## config.mk

```make
export PLATFORM = sky130hd
export DESIGN_NAME = eight_bit_timer_pair
export DESIGN_NICKNAME = d
export VERILOG_FILES = /design/src/pkg/timer_pair_pkg.sv /design/src/rtl/eight_bit_timer_pair.sv /design/src/rtl/pin_rise.sv /design/src/rtl/prescale_ticks.sv
export SDC_FILE = /design/constraint.sdc
export NUM_CORES = 1
export LEC_CHECK = 0
export BUFFER_PORTS_ARGS = -buffer_cell sky130_fd_sc_hd__buf_4
export CAP_MARGIN = 10
export CELL_PAD_IN_SITES_DETAIL_PLACEMENT = 2
export CELL_PAD_IN_SITES_GLOBAL_PLACEMENT = 2
export CORE_MARGIN = 2
export CORE_UTILIZATION = 43
export CTS_CLUSTER_SIZE = 40
export DETAILED_ROUTE_END_ITERATION = 8
export PLACE_DENSITY_LB_ADDON = 0.1
export SYNTH_ARGS = -nofsm -noshare
export SYNTH_HDL_FRONTEND = slang
export SYNTH_SLANG_ARGS = --single-unit
```

## constraint.sdc

```tcl
create_clock -name clk -period 8.6 [get_ports clk]
set_input_delay 0.43 -clock clk [delete_from_list [all_inputs] [get_ports clk]]
set_output_delay 0.43 -clock clk [all_outputs]
set_load 0.05 [all_outputs]
```

## src/pkg/timer_pair_pkg.sv

```systemverilog
// Constants shared by the paired 8-bit timer channels.
// Assumes a 16-bit register port with one word per address.
package timer_pair_pkg;

  // Word addresses; channel 0 sits in the upper byte of each word
  localparam logic [3:0] ADDR_COUNT    = 4'h0;
  localparam logic [3:0] ADDR_MATCH_A  = 4'h1;
  localparam logic [3:0] ADDR_MATCH_B  = 4'h2;
  localparam logic [3:0] ADDR_CONTROL  = 4'h3;
  localparam logic [3:0] ADDR_SOURCE   = 4'h4;
  localparam logic [3:0] ADDR_STATUS   = 4'h5;

  // Reset values and the count maximum
  localparam logic [7:0] COUNT_RESET   = 8'h00;
  localparam logic [7:0] MATCH_RESET   = 8'hff;
  localparam logic [7:0] CONTROL_RESET = 8'h00;
  localparam logic [7:0] SOURCE_RESET  = 8'h00;
  localparam logic [7:0] STATUS_RESET  = 8'h00;
  localparam logic [7:0] COUNT_MAX     = 8'hff;

  // channel_control fields
  localparam int CTL_MATCH_B_IRQ_EN = 7;
  localparam int CTL_MATCH_A_IRQ_EN = 6;
  localparam int CTL_WRAP_IRQ_EN    = 5;
  localparam int CTL_CLEAR_LSB      = 3;
  localparam int CTL_CLOCK_LSB      = 0;

  // count_source_control fields
  localparam int SRC_EXT_RESET_LEVEL = 3;
  localparam int SRC_EDGE_PICK       = 1;
  localparam int SRC_DIVISOR_PICK    = 0;

  // channel_ctl_status fields
  localparam int STS_MATCH_B_FLAG = 7;
  localparam int STS_MATCH_A_FLAG = 6;
  localparam int STS_WRAP_FLAG    = 5;
  localparam int STS_ACTION_B_LSB = 2;
  localparam int STS_ACTION_A_LSB = 0;

  // Clear select codes
  localparam logic [1:0] CLEAR_NONE    = 2'h0;
  localparam logic [1:0] CLEAR_MATCH_A = 2'h1;
  localparam logic [1:0] CLEAR_MATCH_B = 2'h2;
  localparam logic [1:0] CLEAR_EXT     = 2'h3;

  // Clock select codes
  localparam logic [2:0] CLK_STOP     = 3'h0;
  localparam logic [2:0] CLK_DIV_LO   = 3'h1;
  localparam logic [2:0] CLK_DIV_MID  = 3'h2;
  localparam logic [2:0] CLK_DIV_HI   = 3'h3;
  localparam logic [2:0] CLK_CASCADE  = 3'h4;
  localparam logic [2:0] CLK_EXTERNAL = 3'h5;

  // Output actions on a compare match
  localparam logic [1:0] ACT_KEEP   = 2'h0;
  localparam logic [1:0] ACT_LOW    = 2'h1;
  localparam logic [1:0] ACT_HIGH   = 2'h2;
  localparam logic [1:0] ACT_TOGGLE = 2'h3;

  // Prescaler: divider bit per tap, taps /2 /8 /32 /64 /1024 /8192
  localparam int PRESCALE_WIDTH = 13;
  localparam int TAP_COUNT      = 6;
  localparam int TAP_BIT [TAP_COUNT] = '{0, 2, 4, 5, 9, 12};

endpackage

```

## src/rtl/eight_bit_timer_pair.sv

```systemverilog
// Two cascadable 8-bit timer channels with their registers.
// Assumes a one-cycle register port and pins synchronous to clk.
//
// Contract
// - 8-bit read/write up-counter per channel
// - Paired 16-bit words, channel 0 upper
// - Wrap from max to zero sets flag
// - Counter resets to zero
// - Compare A match sets match-A flag
// - Compare B match sets match-B flag
// - Compare write suppresses its match detection
// - Match A/B update output by fields
// - Compare registers reset to all ones
// - Control bit 7 gates match-B request
// - Control bit 6 gates match-A request
// - Control bit 5 gates wrap request
// - Clear select: none, match A, B
// - Clear select 11: external edge or level
// - Clock select with internal pick bits
// - Select 000 stops, 101 external edge
// - Prescaled pairs, divisor and edge picks
// - Cascade: ch0 counts ch1 wraps
`timescale 1ns/1ps
module eight_bit_timer_pair
  import timer_pair_pkg::*;
(
  input  wire logic        clk,
  input  wire logic        rst,
  input  wire logic [3:0]  bus_addr,
  input  wire logic [15:0] bus_wdata,
  input  wire logic [1:0]  bus_be,
  input  wire logic        bus_wr,
  input  wire logic        bus_rd,
  output logic      [15:0] bus_rdata,
  input  wire logic [1:0]  ext_count_clock_pin,
  input  wire logic [1:0]  ext_clear_pin,
  output logic      [1:0]  timer_out_pin,
  output logic      [1:0]  match_a_irq,
  output logic      [1:0]  match_b_irq,
  output logic      [1:0]  wrap_irq
);

  // Per-channel registers, index = channel
  logic [7:0] count_value_q      [2];   // Counters
  logic [7:0] match_a_value_q    [2];   // Compare A values
  logic [7:0] match_b_value_q    [2];   // Compare B values
  logic [7:0] channel_control_q  [2];   // Enables, clear and clock select
  logic [7:0] count_source_q     [2];   // Internal picks, reset-input mode
  logic [2:0] flags_q            [2];   // {match_b, match_a, wrap}
  logic [3:0] out_action_q       [2];   // {action_b, action_a}
  logic [1:0] eq_a_q;                   // Last compare A result
  logic [1:0] eq_b_q;                   // Last compare B result
  logic [1:0] timer_out_q;              // Pin levels
  logic [1:0] irq_a_q;                  // Requests
  logic [1:0] irq_b_q;
  logic [1:0] irq_w_q;
  logic [15:0] rdata_q;                 // Read data, stands one cycle

  // Events shared between channels for cascading; channel 0 reads the
  // wrap of channel 1 and channel 1 the match A of channel 0
  logic [1:0] match_a_ev;   // Compare A match this cycle
  logic [1:0] match_b_ev;   // Compare B match this cycle
  logic [1:0] wrap_ev;      // Counter wraps this cycle
  logic [1:0] count_tick;   // Selected count edge
  logic [1:0] clear_now;    // Clear condition this cycle

  // Prescaler taps
  // One divider serves both channels, so their prescaled ticks stay in step
  logic [TAP_COUNT-1:0] pre_rise;
  logic [TAP_COUNT-1:0] pre_fall;

  prescale_ticks u_prescale (
    .clk       (clk),
    .rst       (rst),
    .rise_tick (pre_rise),
    .fall_tick (pre_fall)
  );

  for (genvar i = 0; i < 2; i++) begin : g_ch
    // Channel 0 owns the upper byte lane, channel 1 the lower
    localparam int LANE = 1 - i;

    logic       lane_wr;       // Write reaches this channel's byte
    logic [7:0] wbyte;         // Byte written to this channel
    logic       wr_count;
    logic       wr_match_a;
    logic       wr_match_b;
    logic       wr_status;
    logic       eq_a;
    logic       eq_b;
    logic       ext_rise;      // Rising edge on the clock pin
    logic       clr_rise;      // Rising edge on the clear pin
    logic [2:0] clk_sel;
    logic [1:0] clr_sel;
    logic [2:0] tap_idx;       // Prescaler tap for this pick
    logic       pre_tick;
    logic       out_d;
    logic [2:0] flag_set;
    logic [2:0] flag_keep;

    // Byte-lane write decode; a cleared enable leaves this channel alone.
    // Reads ignore the enables and always return both channels.
    assign lane_wr    = bus_wr & bus_be[LANE];
    assign wbyte      = bus_wdata[LANE*8 +: 8];
    assign wr_count   = lane_wr & (bus_addr == ADDR_COUNT);
    assign wr_match_a = lane_wr & (bus_addr == ADDR_MATCH_A);
    assign wr_match_b = lane_wr & (bus_addr == ADDR_MATCH_B);
    assign wr_status  = lane_wr & (bus_addr == ADDR_STATUS);
    assign clk_sel    = channel_control_q[i][CTL_CLOCK_LSB +: 3];
    assign clr_sel    = channel_control_q[i][CTL_CLEAR_LSB +: 2];

    // Count pin edge; the pin is taken as already synchronous to clk
    pin_rise u_clk_pin (
      .clk  (clk),
      .rst  (rst),
      .pin  (ext_count_clock_pin[i]),
      .rise (ext_rise)
    );

    // Clear pin edge, used when the clear pin acts on its rising edge
    pin_rise u_clr_pin (
      .clk  (clk),
      .rst  (rst),
      .pin  (ext_clear_pin[i]),
      .rise (clr_rise)
    );

    // Comparators; a compare write blanks its own match this cycle
    assign eq_a = (count_value_q[i] == match_a_value_q[i]) & ~wr_match_a;
    assign eq_b = (count_value_q[i] == match_b_value_q[i]) & ~wr_match_b;

    // Only the first cycle of equality is a match, so a slow count
    // does not fire the output action again and again
    assign match_a_ev[i] = eq_a & ~eq_a_q[i];
    assign match_b_ev[i] = eq_b & ~eq_b_q[i];

    // Remember comparator results
    always_ff @(posedge clk) begin
      if (rst) begin
        eq_a_q[i] <= 1'b0;
        eq_b_q[i] <= 1'b0;
      end else begin
        eq_a_q[i] <= eq_a;
        eq_b_q[i] <= eq_b;
      end
    end

    // Tap index: pair from the select, divisor pick set takes smaller divisor.
    // Codes 000 and 100 would point past the last tap, so all codes outside 001 to 011 park on tap 0;
    // the count select ignores the prescaler for those codes anyway.
    always_comb begin
      tap_idx = 3'h0;
      if (clk_sel == CLK_DIV_LO || clk_sel == CLK_DIV_MID || clk_sel == CLK_DIV_HI) begin
        tap_idx = {clk_sel[1:0] - 2'h1, ~count_source_q[i][SRC_DIVISOR_PICK]};
      end
    end
    // Edge pick chooses the falling edge of the tap
    assign pre_tick = count_source_q[i][SRC_EDGE_PICK]
                    ? pre_fall[tap_idx] : pre_rise[tap_idx];

    // Count edge per clock select
    always_comb begin
      unique case (clk_sel)
        CLK_STOP:     count_tick[i] = 1'b0;
        CLK_DIV_LO,
        CLK_DIV_MID,
        CLK_DIV_HI:   count_tick[i] = pre_tick;
        // Channel 0 counts channel 1 wraps; channel 1 counts matches A
        CLK_CASCADE:  count_tick[i] = (i == 0) ? wrap_ev[1] : match_a_ev[0];
        CLK_EXTERNAL: count_tick[i] = ext_rise;
        default:      count_tick[i] = 1'b0;  // Reserved codes do not count
      endcase
    end

    // Clear condition per clear select
    // Level mode clears on every cycle the pin is high, so the count sits at zero
    always_comb begin
      unique case (clr_sel)
        CLEAR_NONE:    clear_now[i] = 1'b0;
        CLEAR_MATCH_A: clear_now[i] = match_a_ev[i];
        CLEAR_MATCH_B: clear_now[i] = match_b_ev[i];
        CLEAR_EXT:     clear_now[i] = count_source_q[i][SRC_EXT_RESET_LEVEL]
                                    ? ext_clear_pin[i] : clr_rise;
      endcase
    end

    // Wrap only when a real count edge leaves the maximum
    assign wrap_ev[i] = count_tick[i] & ~clear_now[i] & ~wr_count
                      & (count_value_q[i] == COUNT_MAX);

    // Counter: bus write, then clear, then count
    // A count edge in the cycle of a bus write is lost; the written value wins
    always_ff @(posedge clk) begin
      if (rst) begin
        count_value_q[i] <= COUNT_RESET;
      end else if (wr_count) begin
        count_value_q[i] <= wbyte;
      end else if (clear_now[i]) begin
        count_value_q[i] <= COUNT_RESET;
      end else if (count_tick[i]) begin
        count_value_q[i] <= count_value_q[i] + 8'h01;
      end
    end

    // Compare values
    always_ff @(posedge clk) begin
      if (rst) begin
        match_a_value_q[i] <= MATCH_RESET;
        match_b_value_q[i] <= MATCH_RESET;
      end else begin
        if (wr_match_a) begin
          match_a_value_q[i] <= wbyte;
        end
        if (wr_match_b) begin
          match_b_value_q[i] <= wbyte;
        end
      end
    end

    // Control and source control
    always_ff @(posedge clk) begin
      if (rst) begin
        channel_control_q[i] <= CONTROL_RESET;
        count_source_q[i]    <= SOURCE_RESET;
      end else begin
        if (lane_wr && bus_addr == ADDR_CONTROL) begin
          channel_control_q[i] <= wbyte;
        end
        if (lane_wr && bus_addr == ADDR_SOURCE) begin
          // Reserved bits are not stored and read as zero
          count_source_q[i] <= wbyte & 8'h0b;
        end
      end
    end

    // Flag sources in field order {match_b, match_a, wrap}
    assign flag_set = {match_b_ev[i], match_a_ev[i], wrap_ev[i]};
    // Writing 0 to a flag clears it; writing 1 leaves it
    assign flag_keep = wr_status
                     ? {wbyte[STS_MATCH_B_FLAG], wbyte[STS_MATCH_A_FLAG], wbyte[STS_WRAP_FLAG]}
                     : 3'h7;

    // Sticky flags; a new event wins over a clear in the same cycle
    // Software reads a 1, then writes 0 to clear only that flag
    always_ff @(posedge clk) begin
      if (rst) begin
        flags_q[i] <= STATUS_RESET[STS_WRAP_FLAG +: 3];
      end else begin
        flags_q[i] <= (flags_q[i] & flag_keep) | flag_set;
      end
    end

    // Output action fields
    always_ff @(posedge clk) begin
      if (rst) begin
        out_action_q[i] <= STATUS_RESET[3:0];
      end else if (wr_status) begin
        out_action_q[i] <= wbyte[3:0];
      end
    end

    // Pin level: match A action first, then match B on top
    always_comb begin
      out_d = timer_out_q[i];
      if (match_a_ev[i]) begin
        unique case (out_action_q[i][STS_ACTION_A_LSB +: 2])
          ACT_KEEP:   out_d = out_d;
          ACT_LOW:    out_d = 1'b0;
          ACT_HIGH:   out_d = 1'b1;
          ACT_TOGGLE: out_d = ~out_d;
        endcase
      end
      if (match_b_ev[i]) begin
        unique case (out_action_q[i][STS_ACTION_B_LSB +: 2])
          ACT_KEEP:   out_d = out_d;
          ACT_LOW:    out_d = 1'b0;
          ACT_HIGH:   out_d = 1'b1;
          ACT_TOGGLE: out_d = ~out_d;
        endcase
      end
    end

    // Output pin register
    // The pin resets low; software reaches another level through a match
    always_ff @(posedge clk) begin
      if (rst) begin
        timer_out_q[i] <= 1'b0;
      end else begin
        timer_out_q[i] <= out_d;
      end
    end

    // Requests follow flag and enable, one cycle behind the flag
    // The extra stage keeps each request straight from a flip-flop
    always_ff @(posedge clk) begin
      if (rst) begin
        irq_b_q[i] <= 1'b0;
        irq_a_q[i] <= 1'b0;
        irq_w_q[i] <= 1'b0;
      end else begin
        irq_b_q[i] <= flags_q[i][2] & channel_control_q[i][CTL_MATCH_B_IRQ_EN];
        irq_a_q[i] <= flags_q[i][1] & channel_control_q[i][CTL_MATCH_A_IRQ_EN];
        irq_w_q[i] <= flags_q[i][0] & channel_control_q[i][CTL_WRAP_IRQ_EN];
      end
    end
  end

  // Read multiplexer: channel 0 upper byte, channel 1 lower
  // Spare status bit 4 and reserved source bits read as zero
  logic [15:0] rdata_d;

  always_comb begin
    unique case (bus_addr)
      ADDR_COUNT:   rdata_d = {count_value_q[0], count_value_q[1]};
      ADDR_MATCH_A: rdata_d = {match_a_value_q[0], match_a_value_q[1]};
      ADDR_MATCH_B: rdata_d = {match_b_value_q[0], match_b_value_q[1]};
      ADDR_CONTROL: rdata_d = {channel_control_q[0], channel_control_q[1]};
      ADDR_SOURCE:  rdata_d = {count_source_q[0], count_source_q[1]};
      ADDR_STATUS:  rdata_d = {flags_q[0], 1'b0, out_action_q[0],
                               flags_q[1], 1'b0, out_action_q[1]};
      default:      rdata_d = 16'h0000;  // Unmapped reads as zero
    endcase
  end

  // Read data stands only in the cycle after the strobe
  // Zero between reads, so stale data is never taken for an answer
  always_ff @(posedge clk) begin
    if (rst) begin
      rdata_q <= 16'h0000;
    end else if (bus_rd) begin
      rdata_q <= rdata_d;
    end else begin
      rdata_q <= 16'h0000;
    end
  end

  assign bus_rdata     = rdata_q;
  assign timer_out_pin = timer_out_q;
  assign match_a_irq   = irq_a_q;
  assign match_b_irq   = irq_b_q;
  assign wrap_irq      = irq_w_q;

endmodule // eight_bit_timer_pair

```

## src/rtl/pin_rise.sv

```systemverilog
// Rising-edge detector for one pin input.
// Assumes the pin is synchronous to clk.
`timescale 1ns/1ps
module pin_rise (
  input  wire logic clk,
  input  wire logic rst,
  input  wire logic pin,
  output logic      rise
);

  logic last_q;   // Pin level one cycle ago

  // Remember the pin level
  always_ff @(posedge clk) begin
    if (rst) begin
      last_q <= 1'b0;
    end else begin
      last_q <= pin;
    end
  end

  assign rise = pin & ~last_q;

endmodule // pin_rise

```

## src/rtl/prescale_ticks.sv

```systemverilog
// Free-running divider of the peripheral clock with edge ticks.
// Assumes one clock; ticks are one-cycle pulses.
`timescale 1ns/1ps
module prescale_ticks
  import timer_pair_pkg::*;
(
  input  wire logic                 clk,
  input  wire logic                 rst,
  output logic      [TAP_COUNT-1:0] rise_tick,
  output logic      [TAP_COUNT-1:0] fall_tick
);

  logic [PRESCALE_WIDTH-1:0] div_q;   // Divider chain
  logic [TAP_COUNT-1:0]      tap_q;   // Tap levels, one cycle late

  // Divider advances every cycle
  always_ff @(posedge clk) begin
    if (rst) begin
      div_q <= '0;
    end else begin
      div_q <= div_q + 1'b1;
    end
  end

  // Taps compare the divider bit with its last value
  for (genvar t = 0; t < TAP_COUNT; t++) begin : g_tap
    always_ff @(posedge clk) begin
      if (rst) begin
        tap_q[t] <= 1'b0;
      end else begin
        tap_q[t] <= div_q[TAP_BIT[t]];
      end
    end
    assign rise_tick[t] = div_q[TAP_BIT[t]] & ~tap_q[t];
    assign fall_tick[t] = ~div_q[TAP_BIT[t]] & tap_q[t];
  end

endmodule // prescale_ticks

```

==> tab_implementation.tex <==
\begin{tabular}{lr}
\hline
Metric & Value \\
\hline
\multicolumn{2}{l}{\textbf{Floorplan}} \\
Row count & 46 \\
Die Wd & about 130 um \\
Top-level I/O count & 54 \\
Initial cell density of the core & 0.434 \\
Core box area & roughly 0.016 sq mm \\
Full die area & approximately 0.017 sq mm \\
Die outline height & $\sim$130 um \\
\multicolumn{2}{l}{\textbf{CTS}} \\
Clock root buffer master & clkbuf\_16 \\
CTS clk-pin slew, worst paths & about 0.060 ns \\
TritonCTS Buffers & 17 \\
Max clock buf depth & 2 \\
Cts hold-fix bufs & 0 \\
Number of buffers inserted to repair setup after CTS & 0 \\
TritonCTS clock tree & yes \\
CTS resizes & 0 \\
Clk Latency, worst-skew pair & approximately 0.44 ns \\
CTS Sinks & approximately 140 \\
H-Tree Depth & 4 \\
\multicolumn{2}{l}{\textbf{Worst hold path}} \\
HP Start & ext\_count\_clock\_pin[1] \\
Endpoint of the worst hold path & g\_ch[1].u\_clk\_pin.last\_q\$\_SDFF\_PP0\_ \\
Worst hold path class & in -> reg \\
WHS Path Cells & 2 \\
\multicolumn{2}{l}{\textbf{STA}} \\
Headroom to the max-slew limit & 0.125 \\
Final hold vios & 0 \\
Count of final max-slew check failures & 0 \\
Fin crit period & between 3 and 4 ns \\
Max frequency & a little over 300 MHz \\
Setup Skew & around 0.014 ns \\
Unrepaired setup endpoints after global routing & no \\
Total setup violations reported at the end of the flow & 0 \\
Actual transition at the worst max-transition pin & 1.30 ns \\
Final TNS setup & 0 ns \\
Final cycle utilization of the critical path & 0.377 \\
Final-layout worst hold slack & approximately 0.22 ns \\
\multicolumn{2}{l}{\textbf{Worst setup path}} \\
Worst-case register-to-register setup slack & around 5.4 ns \\
RR Startpoint & count\_value\_q[0][3]\$\_DFFE\_PP\_ \\
Largest fanout on the critical path & 8 \\
Critical path endpoint category & register \\
Arrival time of data at the critical path endpoint & approximately 3.3 ns \\
Register-to-Register Path Depth & 6 \\
Crit Path Class & reg -> reg \\
Endpoint of the lowest-slack register-to-register path & count\_value\_q[0][5]\$\_DFFE\_PP\_ \\
Required time of the critical path & 8.70 ns \\
Crit start category & register \\
\multicolumn{2}{l}{\textbf{Detailed routing}} \\
DRT Pass-1 Iters & 5 \\
Overall routed net length & 23.7 mm \\
1st-iter DRT viols & between 400 and 500 \\
Post-detailed-route wirelength per cell & 26.3 um \\
DR vias/cell & 6.07 \\
DRC errors left & 0 \\
Vias after detailed routing & about 5500 \\
Remaining number of nets flagged by the antenna check after routing & 0 \\
\multicolumn{2}{l}{\textbf{Cells and area}} \\
Post-synthesis to final-layout area growth & 17.7\% \\
Post-layout net count & 715 \\
Register area & 0.00348 sq mm \\
Filler Cell Count & about 1600 \\
Area used by multi-input combinational logic & approximately 0.0031 sq mm \\
Share of the core filled with cells in the final layout & 0.511 \\
Total inserted antenna cells & 0 \\
Fin area & between 0.008 and 0.009 sq mm \\
Share of cells above drive strength 1 & 0.188 \\
\multicolumn{2}{l}{\textbf{Logic synthesis}} \\
Share of synthesized registers carrying an async set or reset & 0 \\
Main combinational cell family by area after synthesis & simple AND/OR/NAND/NOR gates \\
Post-synthesis net count & about 670 \\
Xor and xnor area share after synthesis & 0.0642 \\
Complex-gate fraction of the synthesized area & 0.147 \\
Count of yosys warnings during synthesis & 0 \\
Sequential cell area fraction in the yosys report & 0.511 \\
Distinct cell type count of the synthesized netlist & between 60 and 70 \\
Summed instance area of the synthesized netlist & $\sim$0.007 sq mm \\
Top\_reg\_cell synth & edfxtp\_1 \\
Adder-cell area share of the yosys netlist & 0.0202 \\
Post-synthesis cell count & approximately 630 \\
Per-instance average area after synthesis & about 11 sq um \\
Number of enable flip-flop cells after synthesis & 78 \\
Portion of netlist area occupied by mux cells & 0.0154 \\
Synth Area in Simple Gates & 0.211 \\
Post-synthesis sequential element count & 135 \\
\multicolumn{2}{l}{\textbf{Placed design}} \\
Post-Place Cell Area & $\sim$0.0074 sq mm \\
Placer's final routability congestion estimate & slightly above 0.8 \\
DPL Wire Length & 16.0 mm \\
Number of port buffers & 53 \\
\multicolumn{2}{l}{\textbf{Run}} \\
Number of max-cap violations & 0 \\
\multicolumn{2}{l}{\textbf{Status}} \\
Result of the run & complete, no violations \\
\multicolumn{2}{l}{\textbf{GRT}} \\
Initial antenna violation count & 0 \\
GR Overflow Total & 0 \\
Number of global-route vias before repair & 5921 \\
Maximum number of pins on one net before global-route repair & slightly above 50 \\
Wire length of the first global-routing pass & 36.0 mm \\
Total routing resource utilization after global routing & 0.294 \\
\multicolumn{2}{l}{\textbf{Power}} \\
Maximum ir drop on the vdd rail & about 0.14 mV \\
Power per standard cell area & approximately 210 mW/mm\^{}2 \\
Leakage power total & 2.85 nW \\
\hline
\end{tabular}
metrics by stage:
stage,total power (W),std cells,setup slack [ns]
floorplan,0.000831,628,5.85
global placement,0.000885,870,5.50
detailed placement,0.000892,871,5.38
CTS,0.00166,903,5.35
global route,0.00169,903,5.22
finish,0.00165,903,5.36
worst max path at each step:
stage                                          startpoint                       endpoint  slack [ns]
finish                      count_value_q[0][3]$_DFFE_PP_  count_value_q[0][5]$_DFFE_PP_        5.36
global route        channel_control_q[1][1]$_SDFFCE_PN0P_  count_value_q[0][0]$_DFFE_PP_        5.22
CTS                 channel_control_q[1][1]$_SDFFCE_PN0P_  count_value_q[0][0]$_DFFE_PP_        5.35
detailed placement  channel_control_q[1][1]$_SDFFCE_PN0P_  count_value_q[0][2]$_DFFE_PP_        5.38
global placement    channel_control_q[1][1]$_SDFFCE_PN0P_  count_value_q[0][2]$_DFFE_PP_        5.50
floorplan           channel_control_q[0][0]$_SDFFCE_PN0P_  count_value_q[0][0]$_DFFE_PP_        5.85
cell usage after synthesis (2+ instances only):
| cell type | instances | area, sq um |
|---|---|---|
| edfxtp_1 | 78 | 2340 |
| dfxtp_1 | 57 | 1140 |
| a311oi_1 | 2 | 17.5 |
| nand2b_1 | 26 | 163 |
| a21oi_1 | 23 | 115 |
| nor2b_1 | 18 | 113 |
| a22oi_1 | 26 | 195 |
| nand3_2 | 2 | 20.0 |
| mux2i_1 | 6 | 60.1 |
| a222oi_1 | 10 | 100 |
| xnor2_1 | 8 | 70.1 |
| a31oi_1 | 10 | 62.6 |
| a211oi_1 | 4 | 30.0 |
| clkbuf_1 | 24 | 90.1 |
| or4b_1 | 2 | 20.0 |
| nand3b_1 | 3 | 22.5 |
| o31ai_2 | 8 | 100 |
| nor3_1 | 8 | 40.0 |
| nand2_1 | 36 | 135 |
| nor2_1 | 33 | 124 |
| nand4_1 | 2 | 12.5 |
| nor4_2 | 5 | 62.6 |
| nor4_1 | 5 | 31.3 |
| inv_1 | 16 | 60.1 |
| buf_1 | 2 | 7.51 |
| ha_1 | 11 | 138 |
| xor2_1 | 42 | 368 |
| nor3_2 | 4 | 40.0 |
| mux4_2 | 2 | 45.0 |
| o2111a_1 | 2 | 22.5 |
| o21ai_0 | 27 | 135 |
| and3_1 | 10 | 62.6 |
| nand3_1 | 23 | 115 |
| nor4b_4 | 2 | 47.6 |
| and2_1 | 32 | 200 |
| buf_2 | 8 | 40.0 |
| or3_1 | 23 | 144 |
report_power, final:
| group | internal (W) | switching (W) |
|---|---|---|
| clock network | 0.000466 | 0.000300 |
| logic | 0.0000479 | 0.0000908 |
| registers | 0.000711 | 0.0000351 |
sequential cells by signal, summed over array words and instances, names as in the netlist:
| register | flops |
|---|---|
| eq_a_q | 2 |
| eq_b_q | 2 |
| flags_q | 6 |
| wrap_irq | 2 |
| count_value_q | 16 |
| match_a_irq | 2 |
| match_b_irq | 2 |
| u_prescale.div_q | 13 |
| match_a_value_q | 16 |
| g_ch.u_clk_pin.last_q | 2 |
| channel_control_q | 16 |
| out_action_q | 8 |
| g_ch.u_clr_pin.last_q | 2 |
| match_b_value_q | 16 |
| u_prescale.tap_q | 6 |
| bus_rdata | 16 |
| timer_out_pin | 2 |
| count_source_q | 6 |
cell usage in the layout, fill, tap and decap left out, types with 10 or more instances in the layout:
| master | Yosys | final |
|---|---|---|
| edfxtp_1 | 78 | 78 |
| buf_4 | 1 | 62 |
| dfxtp_1 | 57 | 57 |
| xor2_1 | 42 | 42 |
| nand2_1 | 36 | 36 |
| nor2_1 | 33 | 33 |
| and2_1 | 32 | 32 |
| nand2b_1 | 26 | 26 |
| a22oi_1 | 26 | 26 |
| o21ai_0 | 27 | 25 |
| nand3_1 | 23 | 23 |
| or3_1 | 23 | 23 |
| a21oi_1 | 23 | 23 |
| nor2b_1 | 18 | 18 |
| clkbuf_16 | 0 | 17 |
| inv_1 | 16 | 16 |
| ha_1 | 11 | 11 |
| a31oi_1 | 10 | 10 |
| and3_1 | 10 | 10 |
| a222oi_1 | 10 | 10 |
cell type report:
cell class              instances  share of cell area
multi-input cells             441               0.390
repair buffers                 63              0.0586
clock buffers                  22              0.0615
well taps                     216              0.0337
inverters                      16             0.00748
flip-flops and latches        135               0.434
clock inverters                10              0.0145
kinds of logic (layout without fill, tap and decap cells):
logic type	after synthesis	in the layout
AND/OR/NAND/NOR	242	242
XOR/XNOR	50	50
multiplexers	8	8
adder cells (fa/ha/maj)	11	11
buffers and inverters	52	111
flip-flops	135	135
AO/OA/AOI/OAI	130	130
worst max-delay path, cell delays in order (launching register included):
cell      delay [ns]
edfxtp_1        0.53
xor2_1          0.22
nor4_2          0.68
nand3_2         0.27
o311ai_4        0.36
nor4_4          0.10
or4b_1          0.73
routing by layer:
metal	track usage	wire [um]	vias up
li1	-	-	2406
met5	0	0	-
met3	0.0451	887	47
met1	0.365	9880	2863
met4	0.136	698	0
met2	0.504	12300	161
No activity file was read; power rests on OpenSTA's default activity.
